**src/rtl/isa_pkg.sv**
```systemverilog
// Package for the I2C slave front end: address decode, software reset, identity read.
// Assumes a single system clock; all bus pins are asynchronous to it.
package isa_pkg;

  // Reserved seven-bit addresses and the reset command byte
  localparam logic [6:0] GC_ADDR = 7'h00;
  localparam logic [6:0] ID_ADDR = 7'h7C;
  localparam logic [7:0] RESET_CMD = 8'h06;

  // Bit counts within one byte transfer
  localparam logic [3:0] RX_BITS = 4'h8;
  localparam logic [3:0] TX_LAST = 4'h7;

  // Identity word is three bytes long; index of the last byte
  localparam logic [1:0] ID_LAST_IDX = 2'h2;

  // Upper nibble of the slave address, indexed by which straps sit on a bus line.
  // Index bit 2 = strap 2 on SCL/SDA, bit 1 = strap 1, bit 0 = strap 0; nibble n at bits 4n+3..4n.
  localparam logic [31:0] ADDR_HI_TAB = 32'hA8EC_3254;

  // Reset values
  localparam logic [6:0] ADDR_RST = 7'h00;
  localparam logic [7:0] BYTE_RST = 8'h00;
  localparam logic [11:0] MIS_RST = 12'h000;

  // Strap state; bit 0 is the address bit, bit 1 tells a bus line from a supply rail
  typedef enum logic [1:0] {TIE_GND, TIE_VDD, TIE_SCL, TIE_SDA} isa_tie_e;

  // Slave sequencer phase and the meaning of the byte in progress
  typedef enum logic [2:0] {ST_IDLE, ST_RX, ST_ACK, ST_TX, ST_MACK} isa_state_e;
  typedef enum logic [2:0] {CX_ADDR, CX_GC, CX_GCX, CX_IDSEL, CX_IDRD, CX_OWN} isa_ctx_e;

  // Identity word, sent most significant byte first
  typedef struct packed {
    logic [7:0] mfr;
    logic [6:0] category;
    logic [5:0] feature;
    logic [2:0] rev;
  } isa_devid_s;

  // Bus conditions seen on the synchronised lines, each a one-cycle pulse
  typedef struct packed {
    logic start;
    logic stop;
    logic sclRise;
    logic sclFall;
  } isa_busev_s;

endpackage : isa_pkg

```
**src/rtl/isa_i2c_slave.sv**
```systemverilog
// I2C slave front end: strap-selected address, General Call software reset, identity read.
// Assumes SCL and SDA are open-drain lines resolved outside; sclIn/sdaIn are the wire levels.
// The system clock must be several times faster than SCL so that every bus edge is seen.

////////////////////////////////////////////////////////////////////////////////
// Operation
// - Classify each strap as GND, VDD, SCL or SDA; answer the matching address.
// - Besides the own address, recognise the General Call and identification addresses.
// - Acknowledge the General Call address only as byte 00h, write direction.
// - General Call with read direction is not acknowledged.
// - One command byte follows; acknowledged only when it equals 06h.
// - A command byte other than 06h is not acknowledged and causes no reset.
// - Any byte after the reset command byte is not acknowledged.
// - STOP after the acknowledged command resets all state except the input synchronisers to power-up defaults.
// - A repeated START after the command byte cancels the reset.
// - A hard-wired read-only 24-bit identity word: manufacturer, part, revision.
// - Part field is 13 bits: 7-bit category above a 6-bit feature code.
// - Master then sends a slave address; only its owner acknowledges, LSB ignored.
// - Identity goes out manufacturer first, then part, revision last in low bits.
// - STOP between selection and read clears the selection; no identity read.
// - An access to another slave clears the selection; no identity read.
// - A master not-acknowledge ends the identity read and frees the bus.
// - Continued acknowledges wrap the identity back to its first byte.
// - The last address bit is the direction: one read, zero write.
module isa_i2c_slave #(
  parameter isa_pkg::isa_devid_s DEV_ID = 24'h5A_A5_3C // Arbitrary identity value
) (
  // Clock and reset
  input wire logic clk,
  input wire logic rst,
  // I2C bus pins
  input wire logic sclIn,
  input wire logic sdaIn,
  output logic sdaOut,
  output logic sdaOe,
  // Address straps
  input wire logic addrStrap0,
  input wire logic addrStrap1,
  input wire logic addrStrap2,
  // Status towards the expander core
  output logic [6:0] slaveAddr,
  output logic addrValid,
  output logic softResetPulse,
  output logic ownAddrHit
);
  import isa_pkg::*;

  ////////////////////////////////////////////////////////////////////////////////
  // Input synchronisers: bit 0 SCL, 1 SDA, 2..4 straps
  logic [4:0] meta_ff;
  logic [4:0] sync_ff;
  logic [1:0] prevBus_ff, fill_ff;

  always_ff @(posedge clk or posedge rst) begin
    if (rst) begin
      meta_ff <= 5'h1F;
      sync_ff <= 5'h1F;
      prevBus_ff <= 2'h3;
      fill_ff <= 2'h0;
    end else begin
      meta_ff <= {addrStrap2, addrStrap1, addrStrap0, sdaIn, sclIn};
      sync_ff <= meta_ff;
      prevBus_ff <= sync_ff[1:0];
      // Marks when the synchronisers hold real pin levels, not their reset value
      fill_ff <= {fill_ff[0], 1'b1};
    end
  end

  wire sclS = sync_ff[0];
  wire sdaS = sync_ff[1];
  wire [2:0] strapS = sync_ff[4:2];
  wire prevScl = prevBus_ff[0];
  wire prevSda = prevBus_ff[1];

  isa_busev_s ev;
  assign ev.start = sclS & prevScl & prevSda & ~sdaS;
  assign ev.stop = sclS & prevScl & ~prevSda & sdaS;
  assign ev.sclRise = sclS & ~prevScl;
  assign ev.sclFall = ~sclS & prevScl;

  ////////////////////////////////////////////////////////////////////////////////
  // Strap classification
  // A strap on SCL and one on VDD look alike until SCL first falls, so the decision
  // waits for the first SCL fall after the first START; the address byte is still in flight.
  logic [11:0] misFlags_ff;
  logic seenStart_ff;
  logic addrValid_ff;
  logic [6:0] slaveAddr_ff;
  logic swRst_ff;
  wire [11:0] misNow;
  isa_tie_e tie [3];
  wire [2:0] hiIdx;
  wire [2:0] loBits;
  // Current levels count too, so an SCL strap is seen low at the very fall that latches
  wire [11:0] misAll = misFlags_ff | misNow;

  genvar k;
  generate
    for (k = 0; k < 3; k++) begin : g_strap
      // Flags: 0 seen high, 1 seen low, 2 differs from SCL, 3 differs from SDA
      assign misNow[k*4 +: 4] = {strapS[k] ^ sdaS, strapS[k] ^ sclS, ~strapS[k], strapS[k]};
      assign tie[k] = !misAll[k*4] ? TIE_GND :
                      !misAll[k*4+1] ? TIE_VDD :
                      !misAll[k*4+2] ? TIE_SCL : TIE_SDA;
      assign hiIdx[k] = tie[k][1];
      assign loBits[k] = tie[k][0];
    end
  endgenerate

  wire [3:0] addrHi = ADDR_HI_TAB[{hiIdx, 2'b00} +: 4];
  wire [6:0] strapAddr = {addrHi, loBits};
  wire latchAddr = seenStart_ff & ev.sclFall & ~addrValid_ff;

  always_ff @(posedge clk or posedge rst) begin
    if (rst) begin
      misFlags_ff <= MIS_RST;
      seenStart_ff <= 1'b0;
      addrValid_ff <= 1'b0;
      slaveAddr_ff <= ADDR_RST;
    end else if (swRst_ff) begin
      misFlags_ff <= MIS_RST;
      seenStart_ff <= 1'b0;
      addrValid_ff <= 1'b0;
      slaveAddr_ff <= ADDR_RST;
    end else begin
      if (!addrValid_ff && fill_ff[1]) begin
        misFlags_ff <= misFlags_ff | misNow;
      end
      if (ev.start) begin
        seenStart_ff <= 1'b1;
      end
      if (latchAddr) begin
        addrValid_ff <= 1'b1;
        slaveAddr_ff <= strapAddr;
      end
    end
  end

  // Own address is usable only once decoded and when it is not a reserved one
  wire ownOk = addrValid_ff & (slaveAddr_ff != GC_ADDR) & (slaveAddr_ff != ID_ADDR);

  ////////////////////////////////////////////////////////////////////////////////
  // Byte decisions
  isa_state_e state_ff, nxt_state;
  isa_ctx_e ctx_ff, nxt_ctx;
  logic [3:0] bitCnt_ff, nxt_bitCnt;
  logic [7:0] shift_ff, nxt_shift;
  logic sdaOe_ff, nxt_sdaOe;
  logic gcArmed_ff, nxt_gcArmed;
  logic idArmed_ff, nxt_idArmed;
  logic [1:0] idIdx_ff, nxt_idIdx;
  logic mackNack_ff, nxt_mackNack;
  logic nxt_swRst;
  logic ownHit_ff, nxt_ownHit;

  wire [6:0] rxAddr = shift_ff[7:1];
  wire rxRead = shift_ff[0];
  wire isGc = (rxAddr == GC_ADDR);
  wire isId = (rxAddr == ID_ADDR);
  wire isOwn = ownOk & (rxAddr == slaveAddr_ff);
  wire isCmd = (shift_ff == RESET_CMD);

  // Acknowledge and next meaning for the byte just received
  logic ackDec;
  isa_ctx_e ctxDec;
  always_comb begin
    ackDec = 1'b0;
    ctxDec = CX_ADDR;
    case (ctx_ff)
      CX_ADDR: begin
        if (isGc) begin
          ackDec = ~rxRead;
          ctxDec = CX_GC;
        end else if (isId) begin
          ackDec = rxRead ? idArmed_ff : 1'b1;
          ctxDec = rxRead ? CX_IDRD : CX_IDSEL;
        end else if (isOwn) begin
          ackDec = 1'b1;
          ctxDec = CX_OWN;
        end
      end
      CX_GC: begin
        ackDec = isCmd;
        ctxDec = CX_GCX;
      end
      CX_GCX: begin
        ackDec = 1'b0;
        ctxDec = CX_GCX;
      end
      CX_IDSEL: begin
        ackDec = isOwn;
        ctxDec = CX_IDSEL;
      end
      default: begin
        ackDec = 1'b0;
        ctxDec = CX_ADDR;
      end
    endcase
  end

  // Identity bytes, manufacturer first
  wire [23:0] idWord = DEV_ID;
  wire [1:0] idIdxNext = (idIdx_ff == ID_LAST_IDX) ? 2'h0 : idIdx_ff + 2'h1;
  wire [7:0] idByteNext = (idIdxNext == 2'h0) ? idWord[23:16] :
                          (idIdxNext == 2'h1) ? idWord[15:8] : idWord[7:0];
  wire [7:0] idByteFirst = idWord[23:16];

  ////////////////////////////////////////////////////////////////////////////////
  // Slave sequencer
  always_comb begin
    nxt_state = state_ff;
    nxt_ctx = ctx_ff;
    nxt_bitCnt = bitCnt_ff;
    nxt_shift = shift_ff;
    nxt_sdaOe = sdaOe_ff;
    nxt_gcArmed = gcArmed_ff;
    nxt_idArmed = idArmed_ff;
    nxt_idIdx = idIdx_ff;
    nxt_mackNack = mackNack_ff;
    nxt_swRst = 1'b0;
    nxt_ownHit = 1'b0;
    if (ev.stop) begin
      nxt_state = ST_IDLE;
      nxt_sdaOe = 1'b0;
      nxt_swRst = gcArmed_ff;
      nxt_gcArmed = 1'b0;
      nxt_idArmed = 1'b0;
    end else if (ev.start) begin
      nxt_state = ST_RX;
      nxt_ctx = CX_ADDR;
      nxt_bitCnt = 4'h0;
      nxt_sdaOe = 1'b0;
      nxt_gcArmed = 1'b0;
    end else begin
      case (state_ff)
        ST_RX: begin
          if (ev.sclRise) begin
            nxt_shift = {shift_ff[6:0], sdaS};
            nxt_bitCnt = bitCnt_ff + 4'h1;
          end else if (ev.sclFall && bitCnt_ff == RX_BITS) begin
            nxt_state = ST_ACK;
            nxt_sdaOe = ackDec;
            nxt_ctx = ctxDec;
            if (ctx_ff == CX_GC) begin
              nxt_gcArmed = ackDec;
            end
            if (ctx_ff == CX_GCX) begin
              nxt_gcArmed = 1'b0;
            end
            if (ctx_ff == CX_IDSEL) begin
              nxt_idArmed = ackDec;
            end
            if (ctx_ff == CX_ADDR && !isId) begin
              nxt_idArmed = 1'b0;
            end
            if (ctx_ff == CX_ADDR && !isGc && !isId && isOwn) begin
              nxt_ownHit = 1'b1;
            end
          end
        end
        ST_ACK: begin
          if (ev.sclFall) begin
            nxt_sdaOe = 1'b0;
            nxt_bitCnt = 4'h0;
            if (!sdaOe_ff) begin
              nxt_state = ST_IDLE;
            end else if (ctx_ff == CX_GC || ctx_ff == CX_GCX || ctx_ff == CX_IDSEL) begin
              nxt_state = ST_RX;
            end else if (ctx_ff == CX_IDRD) begin
              nxt_state = ST_TX;
              nxt_idIdx = 2'h0;
              nxt_shift = idByteFirst;
              nxt_sdaOe = ~idByteFirst[7];
            end else begin
              nxt_state = ST_IDLE;
            end
          end
        end
        ST_TX: begin
          if (ev.sclFall) begin
            if (bitCnt_ff == TX_LAST) begin
              nxt_state = ST_MACK;
              nxt_sdaOe = 1'b0;
            end else begin
              nxt_shift = {shift_ff[6:0], 1'b0};
              nxt_bitCnt = bitCnt_ff + 4'h1;
              nxt_sdaOe = ~shift_ff[6];
            end
          end
        end
        ST_MACK: begin
          if (ev.sclRise) begin
            nxt_mackNack = sdaS;
          end else if (ev.sclFall) begin
            nxt_bitCnt = 4'h0;
            if (mackNack_ff) begin
              nxt_state = ST_IDLE;
              nxt_idArmed = 1'b0;
            end else begin
              nxt_state = ST_TX;
              nxt_idIdx = idIdxNext;
              nxt_shift = idByteNext;
              nxt_sdaOe = ~idByteNext[7];
            end
          end
        end
        default: begin
          nxt_sdaOe = 1'b0;
        end
      endcase
    end
  end

  // Soft reset puts the sequencer back to its power-up state one cycle after STOP
  always_ff @(posedge clk or posedge rst) begin
    if (rst) begin
      state_ff <= ST_IDLE;
      ctx_ff <= CX_ADDR;
      bitCnt_ff <= 4'h0;
      shift_ff <= BYTE_RST;
      sdaOe_ff <= 1'b0;
      gcArmed_ff <= 1'b0;
      idArmed_ff <= 1'b0;
      idIdx_ff <= 2'h0;
      mackNack_ff <= 1'b0;
      swRst_ff <= 1'b0;
      ownHit_ff <= 1'b0;
    end else if (swRst_ff) begin
      state_ff <= ST_IDLE;
      ctx_ff <= CX_ADDR;
      bitCnt_ff <= 4'h0;
      shift_ff <= BYTE_RST;
      sdaOe_ff <= 1'b0;
      gcArmed_ff <= 1'b0;
      idArmed_ff <= 1'b0;
      idIdx_ff <= 2'h0;
      mackNack_ff <= 1'b0;
      swRst_ff <= 1'b0;
      ownHit_ff <= 1'b0;
    end else begin
      state_ff <= nxt_state;
      ctx_ff <= nxt_ctx;
      bitCnt_ff <= nxt_bitCnt;
      shift_ff <= nxt_shift;
      sdaOe_ff <= nxt_sdaOe;
      gcArmed_ff <= nxt_gcArmed;
      idArmed_ff <= nxt_idArmed;
      idIdx_ff <= nxt_idIdx;
      mackNack_ff <= nxt_mackNack;
      swRst_ff <= nxt_swRst;
      ownHit_ff <= nxt_ownHit;
    end
  end

  ////////////////////////////////////////////////////////////////////////////////
  // Outputs; SDA is open drain, so the driven level is always low
  assign sdaOut = 1'b0;
  assign sdaOe = sdaOe_ff;
  assign slaveAddr = slaveAddr_ff;
  assign addrValid = addrValid_ff;
  assign softResetPulse = swRst_ff;
  assign ownAddrHit = ownHit_ff;

endmodule : isa_i2c_slave

```
**config.mk**
```make
export PLATFORM = sky130hd
export DESIGN_NAME = isa_i2c_slave
export DESIGN_NICKNAME = d
export VERILOG_FILES = /design/src/rtl/isa_pkg.sv /design/src/rtl/isa_i2c_slave.sv
export SDC_FILE = /design/constraint.sdc
export NUM_CORES = 1
export LEC_CHECK = 0
export CAP_MARGIN = 30
export CORE_UTILIZATION = 45
export DETAILED_ROUTE_END_ITERATION = 6
export DONT_BUFFER_PORTS = 1
export PLACE_DENSITY = 0.61
export SYNTH_ARGS = -nofsm -noshare
export SYNTH_HDL_FRONTEND = slang
export SYNTH_SLANG_ARGS = --single-unit
```
**constraint.sdc**
```tcl
create_clock -name clk -period 2.1 [get_ports clk]
set_input_delay 0.21 -clock clk [delete_from_list [all_inputs] [get_ports clk]]
set_output_delay 0.21 -clock clk [all_outputs]
set_load 0.01 [all_outputs]
```
After elaboration in Yosys (flattened, before gate mapping)
Index checks and enable logic that the tools add are counted.
W data, S select, Z words.
- add/sub/neg operators: 2
- eq/ne operators: 49
- shifts and indexed selects: 1
- mux-type cells: 133
- bitwise operators: 30
- reductions and logical operators: 40
- operator list (operator ; number):
    $mux W8 ; 15
    $mux W3 ; 20
    $mux W1 ; 57
    $ne A5 B5 Y1 const B ; 9
    $mux W2 ; 21
    $ne A4 B4 Y1 const B ; 9
    $mux W4 ; 8
    $pmux W8 S4 ; 1
    $shiftx A32 B6 Y4 const A ; 1
    $ne A3 B3 Y1 const B ; 10
    $mux W12 ; 2
    $pmux W4 S4 ; 1
    $reduce_and A8 Y1 ; 2
    $mux W7 ; 2
    $reduce_bool A7 Y1 ; 2
    $reduce_and A13 Y1 ; 1
    $and A1 B1 Y1 ; 12
    $eq A3 B2 Y1 const B ; 4
    $or A12 B12 Y12 ; 1
    $pmux W3 S4 ; 1
    $reduce_and A4 Y1 ; 3
    $reduce_bool A4 Y1 ; 3
    $not A1 Y1 ; 11
    $reduce_and A10 Y1 ; 1
    35 further kinds ; 58
- register bits after elaboration: 61
- bits of input ports: 7
- output and inout port bits: 12
- logic and storage cells: 274

Depth between registers and ports, before layout
Gate-level depths: netlist of the first run.
- word-level depth: 16
- depth in mapped cells: 8
- gate-level depth less buffers: 8

Least setup slack after synthesis of the first run
No wires, ideal clock.
- kind: register to register
- from: register prevBus_ff[0]
- to: register shift_ff[2]
- setup time: 0.125 ns
- arrival: 1.776 ns
- data required time: 1.975 ns
- slack: 0.199 ns
- stages on the path, launching flop included: 7
- buffers on the path: 0
- clock period less this slack: 1.901 ns
- cells stage by stage: dfstp_2 nor2b_1 o21a_1 a2111oi_4 nor2_4 nor2_8 mux2_4
- word-level cells in the longest chain between the ends: 5
- elaborated cells between the ends (all ways): 16
- classes of those cells: 7 x eq/ne; 8 x bitwise; 1 x reduce/logical
- ends and longest elaborated chain (item ; line ; text):
    from (decl) ; isa_i2c_slave.sv:52 ; logic [1:0] prevBus_ff, fill_ff;
    from (signal assigned) ; isa_i2c_slave.sv:63 ; prevBus_ff <= sync_ff[1:0];
    $and A1 B1 Y1 ; isa_i2c_slave.sv:76, isa_i2c_slave.sv:77 ;
    $and A1 B1 Y1 (on tied branches) (2 in series) ; isa_i2c_slave.sv:76, isa_i2c_slave.sv:77 ;
    $ne A2 B1 Y1 (no source line) ; -- ;
    $reduce_and A13 Y1 (no source line) (*) ; -- ;
    to (signal assigned) ; isa_i2c_slave.sv:344 ; shift_ff <= nxt_shift;
    to (decl) ; isa_i2c_slave.sv:147 ; logic [7:0] shift_ff, nxt_shift;
Every way passes the cells marked *; elsewhere a longest branch is shown, timed or not.
A chain may end at the register's enable or synchronous reset.

Worst setup path after layout of the first run
- from: register shift_ff[4]
- to: register sdaOe_ff, in the netlist sdaOe
- word-level cells in the longest chain between the ends: 12
- elaborated cells between the ends (all ways): 15
- classes of those cells: 3 x eq/ne; 10 x mux; 1 x bitwise; 1 x reduce/logical
- ends and longest elaborated chain (item ; line ; text):
    $eq A7 B7 Y1 ; isa_i2c_slave.sv:160 ; wire isOwn = ownOk & (rxAddr == slaveAddr_ff);
    $and A1 B1 Y1 ; isa_i2c_slave.sv:160 ;
    $mux W1 ; isa_i2c_slave.sv:177 ; end else if (isOwn) begin
    $mux W1 ; isa_i2c_slave.sv:174 ; end else if (isId) begin
    $mux W1 ; isa_i2c_slave.sv:171 ; if (isGc) begin
    $pmux W1 S3 (*) ; isa_i2c_slave.sv:169 ; case (ctx_ff)
    $mux W1 (*) ; isa_i2c_slave.sv:240 ; end else if (ev.sclFall && bitCnt_ff == RX_BITS) begin
    $mux W1 (*) ; isa_i2c_slave.sv:237 ; if (ev.sclRise) begin
    $pmux W1 S4 (*) ; isa_i2c_slave.sv:235 ; case (state_ff)
    $mux W1 (*) ; isa_i2c_slave.sv:228 ; end else if (ev.start) begin
    $mux W1 (*) ; isa_i2c_slave.sv:222 ; if (ev.stop) begin
    $mux W1 (*) ; isa_i2c_slave.sv:328 ; end else if (swRst_ff) begin
    to (signal assigned) ; isa_i2c_slave.sv:345 ; sdaOe_ff <= nxt_sdaOe;
    to (decl) ; isa_i2c_slave.sv:148 ; logic sdaOe_ff, nxt_sdaOe;
Every way passes the cells marked *; elsewhere a longest branch is shown, timed or not. The select of a mux whose other input is x is not followed.

==> results of run 1 <==
-- area by class of cell --
| class | count | share of cell area [%] |
|---|---|---|
| Clock buffer | 12 | 4.09 |
| Clock inverter | 4 | 2.61 |
| Inverter | 13 | 1.29 |
| Multi-Input combinational cell | 248 | 43.3 |
| Sequential cell | 58 | 38.7 |
| Tap cell | 96 | 3.17 |
| Timing Repair Buffer | 33 | 6.93 |
-- stage by stage --
step	instance area, sq um	hold slack (ns)	utilization (%)	instances	worst slack [ns]
3_3_place_gp	3460	0.129	50.7	442	0.105
5_1_grt	3790	0.350	55.5	464	-0.0334
4_1_cts	3780	0.337	55.3	464	0.0353
2_1_floorplan	3210	0.214	-	334	0.199
6_report	3790	0.333	55.5	464	0.0798
3_5_place_dp	3460	0.125	50.7	442	0.0611
-- path summary, 6_finish.rpt --
kind | end | slack [ns] | cells past startpoint
min in group clk | fill_ff[1] | 0.35 | 0
min reg2reg | fill_ff[1] | 0.35 | 0
max | sdaOe | 0.08 | 6
min | ctx_ff[1] | 0.33 | 2
max in group asynchronous | sync_ff[0] | 1.10 | 3
max reg2reg | sdaOe | 0.08 | 6
-- worst max-delay path: cells and delay by family, from the launching register on --
kind	cells	cell delay (ns)
flip-flops	1	0.44
AO/OA/AOI/OAI	3	0.37
AND/OR/NAND/NOR	3	1.10
-- state kept, by name, summed over array words and instances, names as in the netlist --
name            flops
addrValid           1
bitCnt_ff           4
ctx_ff              3
fill_ff             2
gcArmed_ff          1
idArmed_ff          1
idIdx_ff            2
mackNack_ff         1
meta_ff             5
misFlags_ff         9
ownAddrHit          1
prevBus_ff          2
sdaOe               1
seenStart_ff        1
shift_ff            8
slaveAddr           7
softResetPulse      1
state_ff            3
sync_ff             5
-- cell families (layout without fill, tap and decap cells) --
logic type	Yosys count	after routing	synth area share (%)
AND/OR/NAND/NOR	128	128	22.0
XOR/XNOR	12	12	3.27
buffers and inverters	28	62	3.78
other	2	2	0.234
AO/OA/AOI/OAI	88	88	18.3
flip-flops	58	58	45.7
multiplexers	16	16	6.00
adder cells (fa/ha/maj)	2	2	0.779
-- power groups by stage --
stage	combinational (mW)	sequential, mW	clock, mW
global route	2.04	1.73	1.39
CTS	1.83	1.68	1.34
finish	1.85	1.69	1.31
detailed placement	1.82	1.70	0
global placement	1.80	1.69	0
floorplan	1.38	1.62	0
-- metal layers --
layer,vias up,share of wire (%)
met3,14,4.1
met1,1230,47
met2,55,47
met5,-,0
met4,0,2.3
li1,1244,-
-- what timing repair did --
action	CTS	global route
setup endpoints to repair	0	11
gates resized for setup	0	3
hold buffers	6	0
setup buffers	0	0
hold endpoints to repair	20	0
-- placed cells by master (no fill, tap or decap), types with 10 or more instances in the layout --
cell,count
a21oi_1,33
o21ai_0,17
dfstp_2,12
nor2_1,39
nand3_1,10
nand2_1,31
inv_1,11
clkbuf_8,11
dfrtp_1,46
buf_4,27
==> qor.csv, run 1 <==
metric,value,unit
Clock transition at path regs,0.08,ns
Max rail drop VDD,0.468,mV
Nets,372,
Slew headroom,59.6,%
Routed WL,7200,microns
Fill cells,631,
CP cell instances,"or4_4, nor4_4, o21bai_2, a221oi_2, nor4_2, o21ai_1",
"Distinct cells, synth",71,
asr flop ratio synth,100,%
clock net sink count,58,
"Avg Cell Area, Syn",9.62,sq um
Max-Cap Viols,0,
via-per-instance ratio,5.48,
Hold Crit Class,primary input to async pin,
Internal,3.10,mW
CP Launch Type,flop,
Slowest cell on crit path,or4_4,
"antenna viol nets, final",0,
number of enable flip-flop cells after synthesis,0,
FF+latch area,1470,sq um
first-pass GRT wire length,12100,microns
DRC,0,
final hold vios,0,
drt initial violations,150,
core box area,6830,sq um
chip height,86.5,microns
post-synthesis cell count,334,
Clock Power Share,27.0,%
FMAX,495,MHz
CP Max Fanout,5,
via count,2543,
share of the synthesized area in the top cell type,35.8,%
most common cell in the netlist,dfrtp_1,
initial antenna violation count,0,
Setup CP Type,flop to flop,
Yosys reg bits,58,
RSZ-0062 raised after global routing,true,
Layout Skew,0.0159,ns
CTS tree,done,
Critical Path AT,2.24,ns
Worst Tran Pin Value,0.605,ns
Multi-input gate area,1640,sq um
DRT Pass-1 Iters,4,
register area share after synthesis,45.7,%
met1 usage,28.1,%
number of core rows,30,
post-synthesis instance area,3210,sq um
worst path required time,2.32,ns
part of the power in registers,34.8,%
HPWL after DPL,5260,microns
Synth area leader,dfrtp_1,
Power Density,1280,nW/um^2
YS warnings,0,
critical path endpoint category,flop,
Net Sw Frac,36.1,%
GRT Overall Usage,21.4,%
Pwr Total,4.85,mW
clk_lat worst skew,0.34,ns
GPL Wtd Cong,0.941,
vias in the first global route,2490,
status,"finished, final reports clean",
reg2reg start,shift_ff[4],
Synth top cells by count,"dfrtp_1, nor2_1, a21oi_1",
antenna cells,0,
gr busiest metal,met2,
layout cell share with drive strength beyond 1,23.9,%
Sw Pwr,1.75,mW
die width,86.5,microns
Fin Setup TNS,0,ns
syn nets,343,
Main synth FF type,dfrtp_1,
crit path launch,shift_ff[4],
Root Buffer,clkbuf_8,
met3 Usage GRT,5.24,%
Lkg Pwr,1.59,nW
Slowest Stage Delay on Critical Path,0.58,ns
ranking of synthesized cells by area,"dfrtp_1, dfstp_2, a21oi_1",
Final Cycle Share,96.2,%
post-DR wirelength/cell,15.5,microns
full die area,7480,sq um
TritonCTS Buffers,9,
gr ovfl total,0,
max-slew violations,0,
met2 usage,33.6,%
H-tree levels,3,
Initial Utilization,47.0,%
clock period minus final worst setup slack,2.02,ns
Comb power frac,38.2,%
largest net degree at the start of global routing,22,
clk buf depth,2,
IO Pins,19,
Final setup viols,0,
synthesis-to-finish area growth,18.1,%
PortBufs,0,
Power figures use the tool's default switching activity.
==> run 2, diff against run 1 <==
--- a/config.mk
+++ b/config.mk
@@ -10,6 +10,7 @@
 export DETAILED_ROUTE_END_ITERATION = 6
 export DONT_BUFFER_PORTS = 1
 export PLACE_DENSITY = 0.61
+export RECOVER_POWER = 25
 export SYNTH_ARGS = -nofsm -noshare
 export SYNTH_HDL_FRONTEND = slang
 export SYNTH_SLANG_ARGS = --single-unit
==> qor.csv, run 2 (synthesis gave the netlist of run 1 again) <==
metric,value,unit
"antenna viol nets, final",0,
Fill cells,631,
DRC,0,
Initial Utilization,47.0,%
CP Max Fanout,5,
full die area,7480,sq um
Max rail drop VDD,0.468,mV
Setup CP Type,flop to flop,
Slew headroom,47.5,%
Power Density,1280,nW/um^2
clock net sink count,58,
CTS tree,done,
clk buf depth,2,
PortBufs,0,
Multi-input gate area,1640,sq um
"commonest cells after routing, fill and taps aside","dfrtp_1, nor2_1, a21oi_1",
die width,86.5,microns
HPWL after DPL,5260,microns
gr ovfl total,0,
final hold vios,0,
vias in the first global route,2490,
antenna cells,0,
Worst Tran Pin Value,0.786,ns
Hold Crit Class,flop to flop,
Fin Setup TNS,0,ns
TritonCTS Buffers,9,
clock period minus final worst setup slack,2.02,ns
Clock transition at path regs,0.08,ns
status,"finished, final reports clean",
Routed WL,7200,microns
Critical Path AT,2.25,ns
number of core rows,30,
critical path endpoint category,flop,
Nets,372,
post-DR wirelength/cell,15.5,microns
Max-Cap Viols,0,
via-per-instance ratio,5.45,
Util after Layout,55.5,%
max reg flops,9,
Layout Skew,0.0158,ns
FMAX,495,MHz
Final Cycle Share,96.2,%
core box area,6830,sq um
CP Launch Type,flop,
layout cell share with drive strength beyond 1,23.4,%
"most common cell after layout, fill and taps aside",dfrtp_1,
first-pass GRT wire length,12100,microns
max-slew violations,0,
RSZ-0062 raised after global routing,true,
post-CTS setup repair buffer count,0,
via count,2530,
IO Pins,19,
DRT Pass-1 Iters,4,
largest register by flop count,misFlags_ff,
GPL Wtd Cong,0.941,
FF+latch area,1470,sq um
drt initial violations,170,
initial antenna violation count,0,
worst path required time,2.33,ns
chip height,86.5,microns
GRT Overall Usage,21.4,%
synthesis-to-finish area growth,18.1,%
clk_lat worst skew,0.34,ns
Root Buffer,clkbuf_8,
H-tree levels,3,
Lkg Pwr,1.59,nW
largest net degree at the start of global routing,22,
Final setup viols,0,
==> run 2: cell count changes in the layout (fill, tap and decap cells not counted) <==
cell / previous run / this run
dfstp_1: 0 / 1
inv_2: 2 / 1
inv_1: 11 / 12
dfstp_2: 12 / 11
==> run 2: final timing paths <==
| path | from | slack [ns] | cells past startpoint | endpoint |
|---|---|---|---|---|
| min in group asynchronous | rst | 0.46 | 2 | ctx_ff[1] |
| hold reg to reg | fill_ff[0] | 0.35 | 0 | fill_ff[1] |
| setup / recovery | shift_ff[4] | 0.08 | 6 | sdaOe |
| setup reg to reg | shift_ff[4] | 0.08 | 6 | sdaOe |
| hold / removal | fill_ff[0] | 0.35 | 0 | fill_ff[1] |
| max in group asynchronous | rst | 0.83 | 3 | sync_ff[0] |
==> run 2: what timing repair did <==
action,CTS,global route
gates resized for setup,0,3
hold buffers,6,0
endpoints found under the setup margin,0,11
hold endpoints to repair,20,0
==> run 2: per-layer routing <==
metal / vias up / global-route usage (%) / wire (microns)
li1: 1244 / - / -
met2: 58 / 33.6 / 3390
met5: - / 0 / 0
met1: 1215 / 28.1 / 3380
met3: 13 / 5.24 / 290
met4: 0 / 9.39 / 140
==> run 2: final cells by class <==
cell class	count	area share, %
clock inverters	4	2.61
repair buffers	33	6.93
multi-input cells	248	43.3
flip-flops and latches	58	38.7
well taps	96	3.17
inverters	13	1.29
clock buffers	12	4.09
==> run 2: critical path: stages, from the launching register on <==
cell and delay, ns:
dfrtp_1 0.44, or4_4 0.58, nor4_4 0.21, o21bai_2 0.18, a221oi_2 0.10, nor4_2 0.31, o21ai_1 0.09
==> run 2: power by group <==
part | internal, mW | switching, mW
Combinational | 0.893 | 0.955
Clock | 0.856 | 0.457
Sequential | 1.35 | 0.338
==> run 2: per-stage QoR <==
stage	power [mW]	hold WS, ns	instances	area, sq um	setup slack [ns]
finish	4.85	0.352	464	3790	0.0799
global route	5.16	0.356	464	3790	-0.0334
CTS	4.85	0.337	464	3780	0.0353
detailed placement	3.51	0.125	442	3460	0.0611
global placement	3.49	0.129	442	3460	0.105
floorplan	3.00	0.214	334	3210	0.199
==> run 3, diff against run 2 <==
--- a/config.mk
+++ b/config.mk
@@ -6,6 +6,7 @@
 export NUM_CORES = 1
 export LEC_CHECK = 0
 export CAP_MARGIN = 30
+export CORE_MARGIN = 5
 export CORE_UTILIZATION = 45
 export DETAILED_ROUTE_END_ITERATION = 6
 export DONT_BUFFER_PORTS = 1
==> qor.csv, run 3 (synthesis gave the netlist of run 1 again) <==
metric,value,unit
CP cell instances,"or4_4, nor4_4, o21bai_2, a221oi_2, nor4_2, o21ai_1",
clk_lat worst skew,0.34,ns
initial antenna violation count,0,
Power Density,1270,nW/um^2
first-pass GRT wire length,11900,microns
Max rail drop VDD,0.509,mV
hold_ws,0.355,ns
Slowest Stage Delay on Critical Path,0.56,ns
critical path endpoint category,flop,
Lkg Pwr,1.59,nW
synthesis-to-finish area growth,18.2,%
Routed WL,7220,microns
TritonCTS Buffers,9,
CTS tree,done,
chip height,94.5,microns
Critical Path AT,2.20,ns
Fill cells,600,
Hold Crit Class,flop to flop,
worst path required time,2.31,ns
drt initial violations,149,
Worst Path Buf+Inv,0,
Pwr Total,4.84,mW
Inst Count DP,443,
CP Max Fanout,3,
FMAX,505,MHz
Fin Setup TNS,0,ns
GPL Wtd Cong,0.957,
Initial Utilization,46.8,%
"commonest cells after routing, fill and taps aside","dfrtp_1, nor2_1, a21oi_1",
DRC,0,
Slew headroom,49.8,%
clock period minus final worst setup slack,1.98,ns
number of core rows,30,
Nets,373,
Final setup viols,0,
Root Buffer,clkbuf_8,
Worst Tran Pin Value,0.752,ns
layout cell share with drive strength beyond 1,23.8,%
IO Pins,19,
H-tree levels,3,
vias in the first global route,2399,
clk buf depth,2,
dpl cell area,3470,sq um
via count,2518,
Layout Skew,0.00969,ns
Setup CP Type,flop to flop,
status,"finished, final reports clean",
HPWL after DPL,5500,microns
final std cells w/o fill,465,
max reg flops,9,
Max-Cap Viols,0,
core box area,6870,sq um
Final Cycle Share,94.4,%
PortBufs,0,
die width,94.5,microns
full die area,8930,sq um
post-CTS setup repair buffer count,0,
post-DR wirelength/cell,15.5,microns
antenna cells,0,
RSZ-0062 raised after global routing,false,
Top delay family on crit path,simple AND/OR/NAND/NOR gates,
"antenna viol nets, final",0,
Slowest cell on crit path,or4_4,
max-slew violations,0,
DRT Pass-1 Iters,4,
"most common cell after layout, fill and taps aside",dfrtp_1,
gr ovfl total,0,
GRT Overall Usage,17.6,%
Clock transition at path regs,0.06,ns
CP Launch Type,flop,
final hold vios,0,
largest net degree at the start of global routing,23,
clock net sink count,58,
via-per-instance ratio,5.42,
largest register by flop count,misFlags_ff,
post-route cell area,3800,sq um
## run 3: changes by cell type in the layout (fill, tap and decap cells not counted)
cell and delta:
buf_4 +1, dfstp_1 -1, dfrtp_2 +1, dfrtp_1 -1
dfstp_2 +1, o21ai_1 +1, o21ai_2 -1
## run 3: metal layers
metal  wire, microns  global-route usage (%)
met5               0                       0
met4             185                    9.62
met3             352                    4.86
met2            3490                    26.9
met1            3190                    22.4
## run 3: final timing paths
| path | start | endpoint | slack [ns] | cells after the start |
|---|---|---|---|---|
| setup reg to reg | shift_ff[4] | sdaOe | 0.12 | 6 |
| min in group asynchronous | rst | misFlags_ff[10] | 0.44 | 2 |
| hold reg to reg | fill_ff[0] | fill_ff[1] | 0.35 | 0 |
| max in group asynchronous | rst | prevBus_ff[0] | 0.88 | 3 |
| hold / removal | fill_ff[0] | fill_ff[1] | 0.35 | 0 |
| setup / recovery | shift_ff[4] | sdaOe | 0.12 | 6 |
## run 3: metrics by stage
| step | util, % | worst slack, ns |
|---|---|---|
| CTS | 55.1 | 0.0275 |
| finish | 55.3 | 0.118 |
| global placement | 50.5 | 0.110 |
| floorplan | - | 0.199 |
| global route | 55.3 | 0.0126 |
| detailed placement | 50.5 | 0.0496 |
## run 3: layout make-up
cell class | count | area, sq um | share of cell area (%)
clock buffer | 12 | 155 | 4.09
clock inverter | 4 | 98.8 | 2.60
multi-input combinational | 248 | 1640 | 43.1
inverter | 13 | 48.8 | 1.29
tap | 96 | 120 | 3.16
sequential | 58 | 1470 | 38.6
timing repair buffer | 34 | 270 | 7.12
## run 3: repair_timing
item                                   4_1_cts  5_1_grt
hold buffers                                 6        0
endpoints found under the hold margin       16        0
gates resized for setup                      0        3
setup endpoints to repair                    0        8
## run 3: power breakdown
part           internal [mW]  total, mW  switching, mW
registers               1.35       1.67          0.322
clock network          0.856       1.30          0.441
logic                  0.909       1.87          0.959
total                   3.11       4.84           1.72
